## config.mk

```make
export PLATFORM = sky130hd
export DESIGN_NAME = pxc_regs
export DESIGN_NICKNAME = d
export VERILOG_FILES = /design/src/pxc_pkg.sv /design/src/pxc_decode.sv /design/src/pxc_regs.sv
export SDC_FILE = /design/constraint.sdc
export NUM_CORES = 1
export LEC_CHECK = 0
export ABC_AREA = 1
export BUFFER_PORTS_ARGS = -buffer_cell sky130_fd_sc_hd__buf_2
export CORE_UTILIZATION = 40
export CTS_CLUSTER_SIZE = 14
export DETAILED_ROUTE_END_ITERATION = 8
export GPL_ROUTABILITY_DRIVEN = 1
export HOLD_SLACK_MARGIN = 0.08
export PLACE_DENSITY = 0.75
export SYNTH_ARGS = -nofsm -noshare
export SYNTH_HDL_FRONTEND = slang
export SYNTH_SLANG_ARGS = --single-unit
```

## constraint.sdc

```tcl
create_clock -name clock -period 2.9 [get_ports clock]
set_input_delay 0.58 -clock clock [delete_from_list [all_inputs] [get_ports clock]]
set_output_delay 0.58 -clock clock [all_outputs]
set_load 0.03 [all_outputs]
```

## src/pxc_pkg.sv

```systemverilog
package pxc_pkg;
    // dword offsets in configuration space
    localparam logic [7:0] CAP_DWORD_OFF = 8'he4;
    localparam logic [7:0] STATUS_DWORD_OFF = 8'he8;
    localparam logic [7:0] CAP_ID_VALUE = 8'h07;
    localparam logic [7:0] NEXT_CAP_VALUE = 8'hf0;
    localparam logic [7:0] NEXT_CAP_NONE = 8'h00;
    // command field positions
    localparam int CMD_PARITY_BIT = 0;
    localparam int CMD_RELAXED_BIT = 1;
    localparam int CMD_RDCNT_LO = 2;
    localparam int CMD_SPLIT_LO = 4;
    localparam logic CMD_PARITY_RESET = 1'b0;
    localparam logic CMD_RELAXED_RESET = 1'b1;
    localparam logic [1:0] CMD_RDCNT_RESET = 2'h0;
    localparam logic [2:0] CMD_SPLIT_RESET = 3'h0;
    // status field positions
    localparam int STS_DEV_LO = 3;
    localparam int STS_BUS_LO = 8;
    localparam int STS_WIDE_BIT = 16;
    localparam int STS_FAST_BIT = 17;
    localparam int STS_DISCARD_BIT = 18;
    localparam int STS_UNEXP_BIT = 19;
    localparam int STS_BRIDGE_BIT = 20;
    localparam int STS_DESIGN_LO = 21;
    localparam logic [2:0] FUNC_RESET = 3'h0;
    localparam logic [4:0] DEV_RESET = 5'h1f;
    localparam logic [7:0] BUS_RESET = 8'hff;
    localparam logic [1:0] DESIGN_RDCNT = 2'h2;
    localparam logic BRIDGE_VALUE = 1'b0;
    // configuration byte enable index for command bytes
    localparam int CMD_BYTE_LO = 2;
    localparam int CMD_BYTE_HI = 3;
    // outstanding split transactions the engine is built for
    localparam logic [5:0] SPLIT_HW_MAX = 6'h01;
endpackage

```

## src/pxc_decode.sv

```systemverilog
`timescale 1ns/1ns
// code tables: read byte count and split limit
module pxc_decode (
    // codes
    input wire logic [1:0] rdcnt_code,
    input wire logic [2:0] split_code,
    // decoded values
    output logic [12:0] rdcnt_bytes,
    output logic [5:0] split_limit
);
    assign rdcnt_bytes = 13'h0200 << rdcnt_code;
    always_comb
    begin
        case (split_code)
            3'h0: split_limit = 6'h01;
            3'h1: split_limit = 6'h02;
            3'h2: split_limit = 6'h03;
            3'h3: split_limit = 6'h04;
            3'h4: split_limit = 6'h08;
            3'h5: split_limit = 6'h0c;
            3'h6: split_limit = 6'h10;
            3'h7: split_limit = 6'h20;
            default: split_limit = 6'h01;
        endcase
    end
endmodule

```

## src/pxc_regs.sv

```systemverilog
`timescale 1ns/1ns
module pxc_regs (
    // clock and reset
    input wire logic clock,
    input wire logic rst,
    // configuration access
    input wire logic cfg_write,
    input wire logic cfg_read,
    input wire logic cfg_type0,
    input wire logic [7:0] cfg_dword_addr,
    input wire logic [3:0] cfg_byte_en,
    input wire logic [31:0] cfg_wdata,
    input wire logic [31:0] cfg_ad_addr,
    output logic [31:0] cfg_rdata,
    output logic cfg_hit,
    // mode and nonvolatile settings
    input wire logic pcix_mode,
    input wire logic nv_msi_disable,
    input wire logic nv_wide_bus,
    input wire logic nv_fast_clock,
    input wire logic [2:0] function_number,
    // parity and system error
    input wire logic serr_enable,
    input wire logic master_parity_status,
    output logic serr_request,
    output logic parity_recovery_active,
    // transaction engine
    input wire logic split_discard_event,
    input wire logic unexpected_split_event,
    input wire logic split_issue,
    input wire logic split_complete,
    output logic split_allowed,
    output logic relaxed_order_active,
    output logic [12:0] read_byte_limit,
    output logic [5:0] split_limit,
    output logic [15:0] requester_id
);
    logic parity_recovery_enable_reg;
    logic relaxed_order_enable_reg;
    logic [1:0] rdcnt_reg;
    logic [2:0] split_reg;
    logic [4:0] dev_reg;
    logic [7:0] bus_reg;
    logic split_discard_flag_reg;
    logic unexpected_split_flag_reg;
    logic [5:0] outstanding_reg;
    logic [5:0] outstanding_next;
    logic [31:0] rdata_reg;
    logic [12:0] rdcnt_bytes;
    logic [5:0] split_code_limit;

    wire cap_hit = cfg_dword_addr == pxc_pkg::CAP_DWORD_OFF;
    wire sts_hit = cfg_dword_addr == pxc_pkg::STATUS_DWORD_OFF;
    wire cmd_wr_lo = cfg_write && cap_hit && cfg_byte_en[pxc_pkg::CMD_BYTE_LO];
    wire sts_clr = cfg_write && sts_hit && cfg_byte_en[pxc_pkg::CMD_BYTE_LO];
    wire id_capture = cfg_write && cfg_type0;
    wire hide_msi = !pcix_mode && nv_msi_disable;
    wire [7:0] next_ptr = hide_msi ? pxc_pkg::NEXT_CAP_NONE : pxc_pkg::NEXT_CAP_VALUE;
    // command bits 15:7 are not stored; they read zero
    wire [15:0] cmd_word = {9'h000, split_reg, rdcnt_reg,
                            relaxed_order_enable_reg, parity_recovery_enable_reg};
    wire [31:0] cap_word = {cmd_word, next_ptr, pxc_pkg::CAP_ID_VALUE};
    wire [31:0] sts_word = {9'h000, pxc_pkg::DESIGN_RDCNT, pxc_pkg::BRIDGE_VALUE,
                            unexpected_split_flag_reg, split_discard_flag_reg,
                            nv_fast_clock, nv_wide_bus,
                            bus_reg, dev_reg, function_number};
    wire [31:0] rdata_next = cap_hit ? cap_word : (sts_hit ? sts_word : 32'h0000_0000);

    pxc_decode u_decode (
        .rdcnt_code(rdcnt_reg),
        .split_code(split_reg),
        .rdcnt_bytes(rdcnt_bytes),
        .split_limit(split_code_limit)
    );

    // parity recovery, relaxed ordering and serr act only in PCI-X mode; read byte and split limits apply in both modes
    assign parity_recovery_active = pcix_mode && parity_recovery_enable_reg;
    assign relaxed_order_active = pcix_mode && relaxed_order_enable_reg;
    assign read_byte_limit = rdcnt_bytes;
    assign split_limit = split_code_limit;
    assign serr_request = pcix_mode && !parity_recovery_enable_reg
                          && master_parity_status && serr_enable;
    // hardware is built for one split at a time whatever the programmed limit
    assign split_allowed = outstanding_reg < pxc_pkg::SPLIT_HW_MAX;
    assign outstanding_next = outstanding_reg + 6'((split_issue && split_allowed) ? 1 : 0)
                              - 6'((split_complete && outstanding_reg != 6'h00) ? 1 : 0);
    assign requester_id = {bus_reg, dev_reg, function_number};
    assign cfg_hit = cap_hit || sts_hit;
    assign cfg_rdata = rdata_reg;

    always_ff @(posedge clock)
    begin
        if (rst)
        begin
            parity_recovery_enable_reg <= pxc_pkg::CMD_PARITY_RESET;
            relaxed_order_enable_reg <= pxc_pkg::CMD_RELAXED_RESET;
            rdcnt_reg <= pxc_pkg::CMD_RDCNT_RESET;
            split_reg <= pxc_pkg::CMD_SPLIT_RESET;
        end
        else if (cmd_wr_lo)
        begin
            parity_recovery_enable_reg <= cfg_wdata[16 + pxc_pkg::CMD_PARITY_BIT];
            relaxed_order_enable_reg <= cfg_wdata[16 + pxc_pkg::CMD_RELAXED_BIT];
            rdcnt_reg <= cfg_wdata[16 + pxc_pkg::CMD_RDCNT_LO +: 2];
            split_reg <= cfg_wdata[16 + pxc_pkg::CMD_SPLIT_LO +: 3];
        end
    end

    always_ff @(posedge clock)
    begin
        if (rst)
        begin
            dev_reg <= pxc_pkg::DEV_RESET;
            bus_reg <= pxc_pkg::BUS_RESET;
        end
        else if (id_capture)
        begin
            dev_reg <= cfg_ad_addr[15:11];
            bus_reg <= cfg_ad_addr[7:0];
        end
    end

    // a new event in the clearing cycle wins over the clear
    always_ff @(posedge clock)
    begin
        if (rst)
        begin
            split_discard_flag_reg <= 1'b0;
            unexpected_split_flag_reg <= 1'b0;
        end
        else
        begin
            split_discard_flag_reg <= split_discard_event || (split_discard_flag_reg
                && !(sts_clr && cfg_wdata[pxc_pkg::STS_DISCARD_BIT]));
            unexpected_split_flag_reg <= unexpected_split_event || (unexpected_split_flag_reg
                && !(sts_clr && cfg_wdata[pxc_pkg::STS_UNEXP_BIT]));
        end
    end

    always_ff @(posedge clock)
    begin
        if (rst)
        begin
            outstanding_reg <= 6'h00;
            rdata_reg <= 32'h0000_0000;
        end
        else
        begin
            outstanding_reg <= outstanding_next;
            if (cfg_read)
            begin
                rdata_reg <= rdata_next;
            end
        end
    end

    a_split_single: assert property (@(posedge clock) disable iff (rst)
        outstanding_reg <= pxc_pkg::SPLIT_HW_MAX) else $error("split over one");
    a_split_block: assert property (@(posedge clock) disable iff (rst)
        outstanding_reg != 6'h00 |-> !split_allowed) else $error("split not blocked");
    a_discard_set: assert property (@(posedge clock) disable iff (rst)
        split_discard_event |=> split_discard_flag_reg) else $error("discard lost");
    a_unexp_set: assert property (@(posedge clock) disable iff (rst)
        unexpected_split_event |=> unexpected_split_flag_reg) else $error("unexp lost");
    a_discard_clear: assert property (@(posedge clock) disable iff (rst)
        sts_clr && cfg_wdata[pxc_pkg::STS_DISCARD_BIT] && !split_discard_event
        |=> !split_discard_flag_reg) else $error("discard not cleared");
    a_id_capture: assert property (@(posedge clock) disable iff (rst)
        id_capture |=> requester_id[15:3] == {$past(cfg_ad_addr[7:0]), $past(cfg_ad_addr[15:11])})
        else $error("id not captured");
    a_serr_gate: assert property (@(posedge clock) disable iff (rst)
        serr_request |-> serr_enable && master_parity_status && !parity_recovery_active)
        else $error("serr ungated");
    a_cap_read: assert property (@(posedge clock) disable iff (rst)
        cfg_read && cap_hit |=> cfg_rdata[7:0] == pxc_pkg::CAP_ID_VALUE && cfg_rdata[31:23] == 9'h000)
        else $error("cap word wrong");
    a_next_hidden: assert property (@(posedge clock) disable iff (rst)
        cfg_read && cap_hit && hide_msi |=> cfg_rdata[15:8] == 8'h00)
        else $error("next not hidden");
    a_mode_gate: assert property (@(posedge clock) disable iff (rst)
        !pcix_mode |-> !relaxed_order_active && !serr_request) else $error("mode leak");
endmodule

```

Yosys cells after proc, flatten, opt, wreduce, memory -nomap -nowiden
Memory sizes are Yosys's and may differ from the RTL's. A register that Yosys moved wholly into a read port is not among the register bits.
Index checks and enable logic that the tools add are counted.
- equal/unequal tests: 2
- $lt $le $gt $ge: 1
- add/subtract/negate cells: 2
- reductions and logical operators: 25
- shift operators: 1
- mux-type cells: 7
- operators by type and width (operator ; count):
    2-to-1 mux 23 bit ; 2
    logical AND 1 bit ; 17
    == test 8 bit, second input constant ; 2
    << shifter 10 x 2 -> 13 bit, first input constant ; 1
    2-to-1 mux 8 bit ; 1
    adder 6 x 1 -> 6 bit ; 1
    less-than comparator 6 x 1 -> 1 bit, second input constant ; 1
    2-to-1 mux 3 bit ; 2
    nonzero test 6 bit ; 1
    subtractor 6 x 1 -> 6 bit ; 1
    zero test 1 bit ; 4
    logical OR 1 bit ; 3
    2-to-1 mux 1 bit ; 2
- bits in read-only memories: 48
- bits in registers: 60
- input port bits: 94
- logic and storage cells: 49
- memories: 1
- output and inout port bits: 72
- memories (memory ; depth ; width ; read ports ; clocked after memory_dff ; wr ports ; RTL line ; source):
    (name not given) ; 8 ; 6 ; 1 ; 1 ; 0 ; pxc_decode.sv:14 ; case (split_code)

Longest topological paths before layout
- word-level depth: 7
- depth in mapped cells: 15
- depth with buffers taken out: 15

Modules after synthesis
From an unflattened synthesis, not the netlist that was laid out.
- cell total of the unflattened synthesis: 373
- area total of the unflattened synthesis: 2635.0 um^2
- by module, submodules not included (module ; seq. area each (um^2) ; times used ; area an instance (um^2) ; cells each):
    pxc_regs ; 1021.0 ; 1 ; 2451.1 ; 340
    pxc_decode ; 0.0 ; 1 ; 183.9 ; 33

Worst setup path before layout
Ideal clock, no wire load.
- path type: register -> register
- start: register outstanding_reg[2]
- end: register outstanding_reg[4]
- stages on the path, launching flop included: 16
- arrival time: 2.403 ns
- library setup time: 0.119 ns
- buffers on the path: 0
- data required time: 2.781 ns
- slack: 0.378 ns
- period minus slack after synthesis: 2.522 ns
- path through: dfxtp_1 inv_1 ha_1 o21ai_0 and3_1 nand2_1 ha_1 inv_1 ha_1 fa_1 nand2_1 inv_1 o21ai_0 nand2_1 o21ai_0 a21oi_1
- longest elaborated chain between the ends: 5
- elaborated cells between the ends (all ways): 8
- classes of those cells: 2 x add/sub; 1 x order compare; 2 x mux; 3 x reduce/logical
- ends and longest elaborated chain (what ; RTL line ; source):
    from (decl) ; pxc_regs.sv:46 ; logic [5:0] outstanding_reg;
    from (signal assigned) ; pxc_regs.sv:149 ; outstanding_reg <= outstanding_next;
    less-than comparator 6 x 1 -> 1 bit ; pxc_regs.sv:84 ; assign split_allowed = outstanding_reg < pxc_pkg::SPLIT_HW_MAX;
    named net split_allowed ; pxc_regs.sv:32 ; output logic split_allowed,
    logical AND 1 bit ; pxc_regs.sv:85 ; assign outstanding_next = outstanding_reg + 6'((split_issue && split_allowed) ? 1 : 0)
    2-to-1 mux 1 bit ; pxc_regs.sv:85 ;
    adder 6 x 1 -> 6 bit ; pxc_regs.sv:85 ;
    subtractor 6 x 1 -> 6 bit ; pxc_regs.sv:86 ; - 6'((split_complete && outstanding_reg != 6'h00) ? 1 : 0);
The timed path passes the listed nets, and every way through them passes these cells.
A chain may end at the register's enable or synchronous reset.

Worst setup path after layout
- start: register outstanding_reg[2]
- end: register outstanding_reg[4]
- longest elaborated chain between the ends: 5
- elaborated cells between the ends (all ways): 8
- classes of those cells: 2 x add/sub; 1 x order compare; 2 x mux; 3 x reduce/logical
- ends and longest elaborated chain (what ; RTL line):
    less-than comparator 6 x 1 -> 1 bit ; pxc_regs.sv:84
    logical AND 1 bit ; pxc_regs.sv:85
    2-to-1 mux 1 bit ; pxc_regs.sv:85
    adder 6 x 1 -> 6 bit ; pxc_regs.sv:85
    subtractor 6 x 1 -> 6 bit * ; pxc_regs.sv:86
Every way passes the cells marked *; elsewhere a longest branch is shown, timed or not.

==> flow_metrics.py <==
metrics = {
    "detailed_routing": {
        "drt_iter0_markers": 87,
        "first_pass_iters": 6,
        "postRouteAntennaNets": 0,
        "via_per_inst": 4.63,
        "finalWirelength_um": 6160,
        "wl_per_cell_um": 11.2,
        "routed-via-count": 2554,
        "drc_errors": 0,
    },
    "timing": {
        "worstMarginPinSlew_ns": 0.672,
        "setup_slack_ns": 0.434,
        "drv_slew": 0,
        "max_freq_mhz": 406,
        "hold_violations": 0,
        "period_minus_slack_ns": 2.47,
        "relSlewSlack_pct": 55.2,
        "finalSetupViolations": 0,
        "rsz0062_at_grt": "false",
        "setup_tns_ns": 0,
        "min_period_over_period_pct": 85.0,
        "skew_ns": 0.00624,
    },
    "status": {
        "outcome": "completed",
    },
    "worst_setup_path": {
        "critical_path_class": "reg2reg",
        "crit_path_end": "outstanding_reg[4]$_SDFF_PP0_",
        "rrSetupSlack_ns": 0.43,
        "cp_data_arrival_time_ns": 2.68,
        "worst_setup_path_start_kind": "flop",
        "regToRegStartpoint": "outstanding_reg[2]$_SDFF_PP0_",
        "endpoint_kind": "flop",
        "reg2reg_to": "outstanding_reg[4]$_SDFF_PP0_",
        "path_max_fanout": 3,
        "cp-startpoint": "outstanding_reg[2]$_SDFF_PP0_",
        "required_ns": 3.12,
        "reg2reg_depth": 15,
    },
    "yosys": {
        "synth_area_leaders": "dfxtp_1, nand2_1, inv_1, buf_4, ha_1",
        "synth_cell_types": 31,
        "synth_top_area_share_pct": 41.7,
        "yosysSeqAreaShare_pct": 41.7,
        "syn_inst": 374,
        "yosysWarnings": 0,
        "synth_area_um2": 2740,
        "syn_area_per_cell_um2": 7.31,
        "ys_ff_latch": 57,
        "synth_top_area_cell": "dfxtp_1",
    },
    "min_path": {
        "hold_depth": 3,
        "hold_class": "in2reg",
    },
    "pwr": {
        "comb_power_share_pct": 27.2,
        "swShare_pct": 34.0,
        "power_frac_clock_pct": 31.3,
        "ir_drop_v": 0.000305,
        "power_w": 0.00213,
        "total_leakage_power_nw": 1.87,
        "power-per-cell-area_nw_per_um2": 631,
        "pwr-share-seq_pct": 41.6,
        "p_int_w": 0.00140,
        "power.switching_w": 0.000724,
    },
    "floorplan": {
        "start_util_pct": 42.3,
        "chipWidth_um": 84.7,
        "dieArea_um2": 7170,
        "rows": 29,
        "io_pins": 166,
        "fp.dieH_um": 84.7,
        "coreArea_um2": 6460,
    },
    "grt": {
        "overflow": 0,
        "grt_pass1_wl_um": 10500,
        "track_usage_pct": 18.5,
        "grt_pass1_vias": 2376,
        "grt_max_degree": 42,
        "antenna_found_initial": 0,
    },
    "place": {
        "pre_cts_ws_ns": 0.430,
        "gp_congestion": 0.810,
        "placed_cells_incl_taps": 536,
        "io_buffers": 100,
        "dp_hpwl_um": 4620,
    },
    "clock_tree": {
        "numCtsBuffers": 9,
        "clk_latency_ns": 0.33,
        "cts_resized": 0,
        "cts_setup_buffers": 0,
        "path_clk_slew_ns": 0.07,
        "cts-root-buf": "clkbuf_8",
        "clockBufferDepth": 2,
        "htreeDepth": 3,
        "cts-hold-fix-buffers": 0,
        "cts_tree": "yes",
        "cts_num_sinks": 57,
    },
    "finish": {
        "fill_cells": 646,
        "layout.nets": 576,
        "ff_latch_area_um2": 1140,
        "syn_to_final_growth_pct": 23.3,
        "final_util_pct": 52.2,
        "multi_input_area_um2": 1230,
        "stdcell_count": 552,
        "num_antenna_cells": 0,
        "largest_reg_flops": 23,
        "drive_gt1_share_pct": 28.8,
    },
    "flow_run": {
        "maxCapViolCount": 0,
    },
}
[Yosys cell counts]
master     n
nand2_4    2
o21bai_1   1
dfxtp_1   57
nor2_1    35
and3_1     1
a21oi_1   24
clkbuf_1   8
o21ai_0   22
a31oi_1    1
buf_2      2
buf_1      1
nor2_8     1
nand2_2    1
nor3_2     1
nand4_1    3
buf_6      1
nor2_4     3
fa_1       1
ha_1      11
nor2_2     5
nand3_2    1
nand2_1   87
inv_4      1
inv_2      4
o21ai_1    2
buf_4     22
nand3_1   22
o211ai_1   3
inv_1     49
conb_1     1
clkinv_1   1
[cell families (layout without fill, tap and decap cells)]
logic type,Yosys count,count (layout),synth area share [%]
AOI/OAI and AO/OA,53,53,10.1
DFF,57,57,41.7
buffers and inverters,89,173,15.7
other,1,18,0.137
and+or+nand+nor,162,162,26.6
adders and majority gates,12,12,5.76
[layout by cell type (no fill, tap or decap), drive strengths merged]
master,synthesis,layout
inv,54,54
clkbuf,8,11
o21bai,1,1
clkinv,1,4
clkinvlp,0,2
and3,1,1
conb,1,18
o21ai,24,24
o211ai,3,3
nand2,90,90
nor2,44,44
dfxtp,57,57
ha,11,11
nand4,3,3
buf,26,102
nor3,1,1
fa,1,1
a21oi,24,24
a31oi,1,1
nand3,23,23
[metrics by stage]
step / hold WS [ns] / cell area (um2)
after floorplan: 0.438 / 2800
after global placement: 0.451 / 3190
after detailed placement: 0.457 / 3190
after CTS: 0.432 / 3370
after global routing: 0.446 / 3370
final: 0.443 / 3370
[layout make-up]
class,count,share of cell area [%]
Multi-Input combinational cell,245,36.4
Sequential cell,57,33.8
Timing Repair Buffer,102,15.3
Inverter,55,6.20
Clock buffer,11,4.49
Tap cell,77,2.86
Clock inverter,5,0.891
[power groups by stage]
stage / combinational (W) / clock, W / sequential [W]
finish: 0.000578 / 0.000665 / 0.000885
global route: 0.000679 / 0.000719 / 0.000892
CTS: 0.000582 / 0.000682 / 0.000885
detailed placement: 0.000582 / 0 / 0.000902
global placement: 0.000562 / 0 / 0.000898
floorplan: 0.000415 / 0 / 0.000943
[how the worst min path moves through the flow]
stage / from / to / slack [ns]
6_report: cfg_ad_addr[15] / dev_reg[4]$_SDFFE_PP1P_ / 0.44
5_1_grt: cfg_ad_addr[13] / dev_reg[2]$_SDFFE_PP1P_ / 0.45
4_1_cts: cfg_ad_addr[15] / dev_reg[4]$_SDFFE_PP1P_ / 0.43
3_5_place_dp: split_reg[0]$_SDFFE_PP0N_ / cfg_rdata[20]$_SDFFE_PP0P_ / 0.46
3_3_place_gp: split_reg[1]$_SDFFE_PP0N_ / cfg_rdata[21]$_SDFFE_PP0P_ / 0.45
2_1_floorplan: split_reg[1]$_SDFFE_PP0N_ / cfg_rdata[21]$_SDFFE_PP0P_ / 0.44
[worst max-delay path, cell delays in order, from the launching register on]
cell,delay (ns)
dfxtp_1,0.34
inv_1,0.07
ha_1,0.21
o21ai_0,0.06
and3_1,0.18
nand2_1,0.05
ha_1,0.26
inv_1,0.04
ha_1,0.21
fa_1,0.39
nand2_1,0.08
inv_1,0.05
o21ai_0,0.14
nand2_1,0.08
o21ai_0,0.15
a21oi_1,0.05
[per-layer routing]
| metal | vias to the layer above | track usage (%) | share of wire [%] |
|---|---|---|---|
| li1 | 1314 | - | - |
| met1 | 1149 | 22.4 | 46 |
| met2 | 79 | 31.0 | 47 |
| met3 | 12 | 4.62 | 5.4 |
| met4 | 0 | 8.32 | 1.9 |
| met5 | - | 0 | 0 |
(Power assumes the default switching activity.)
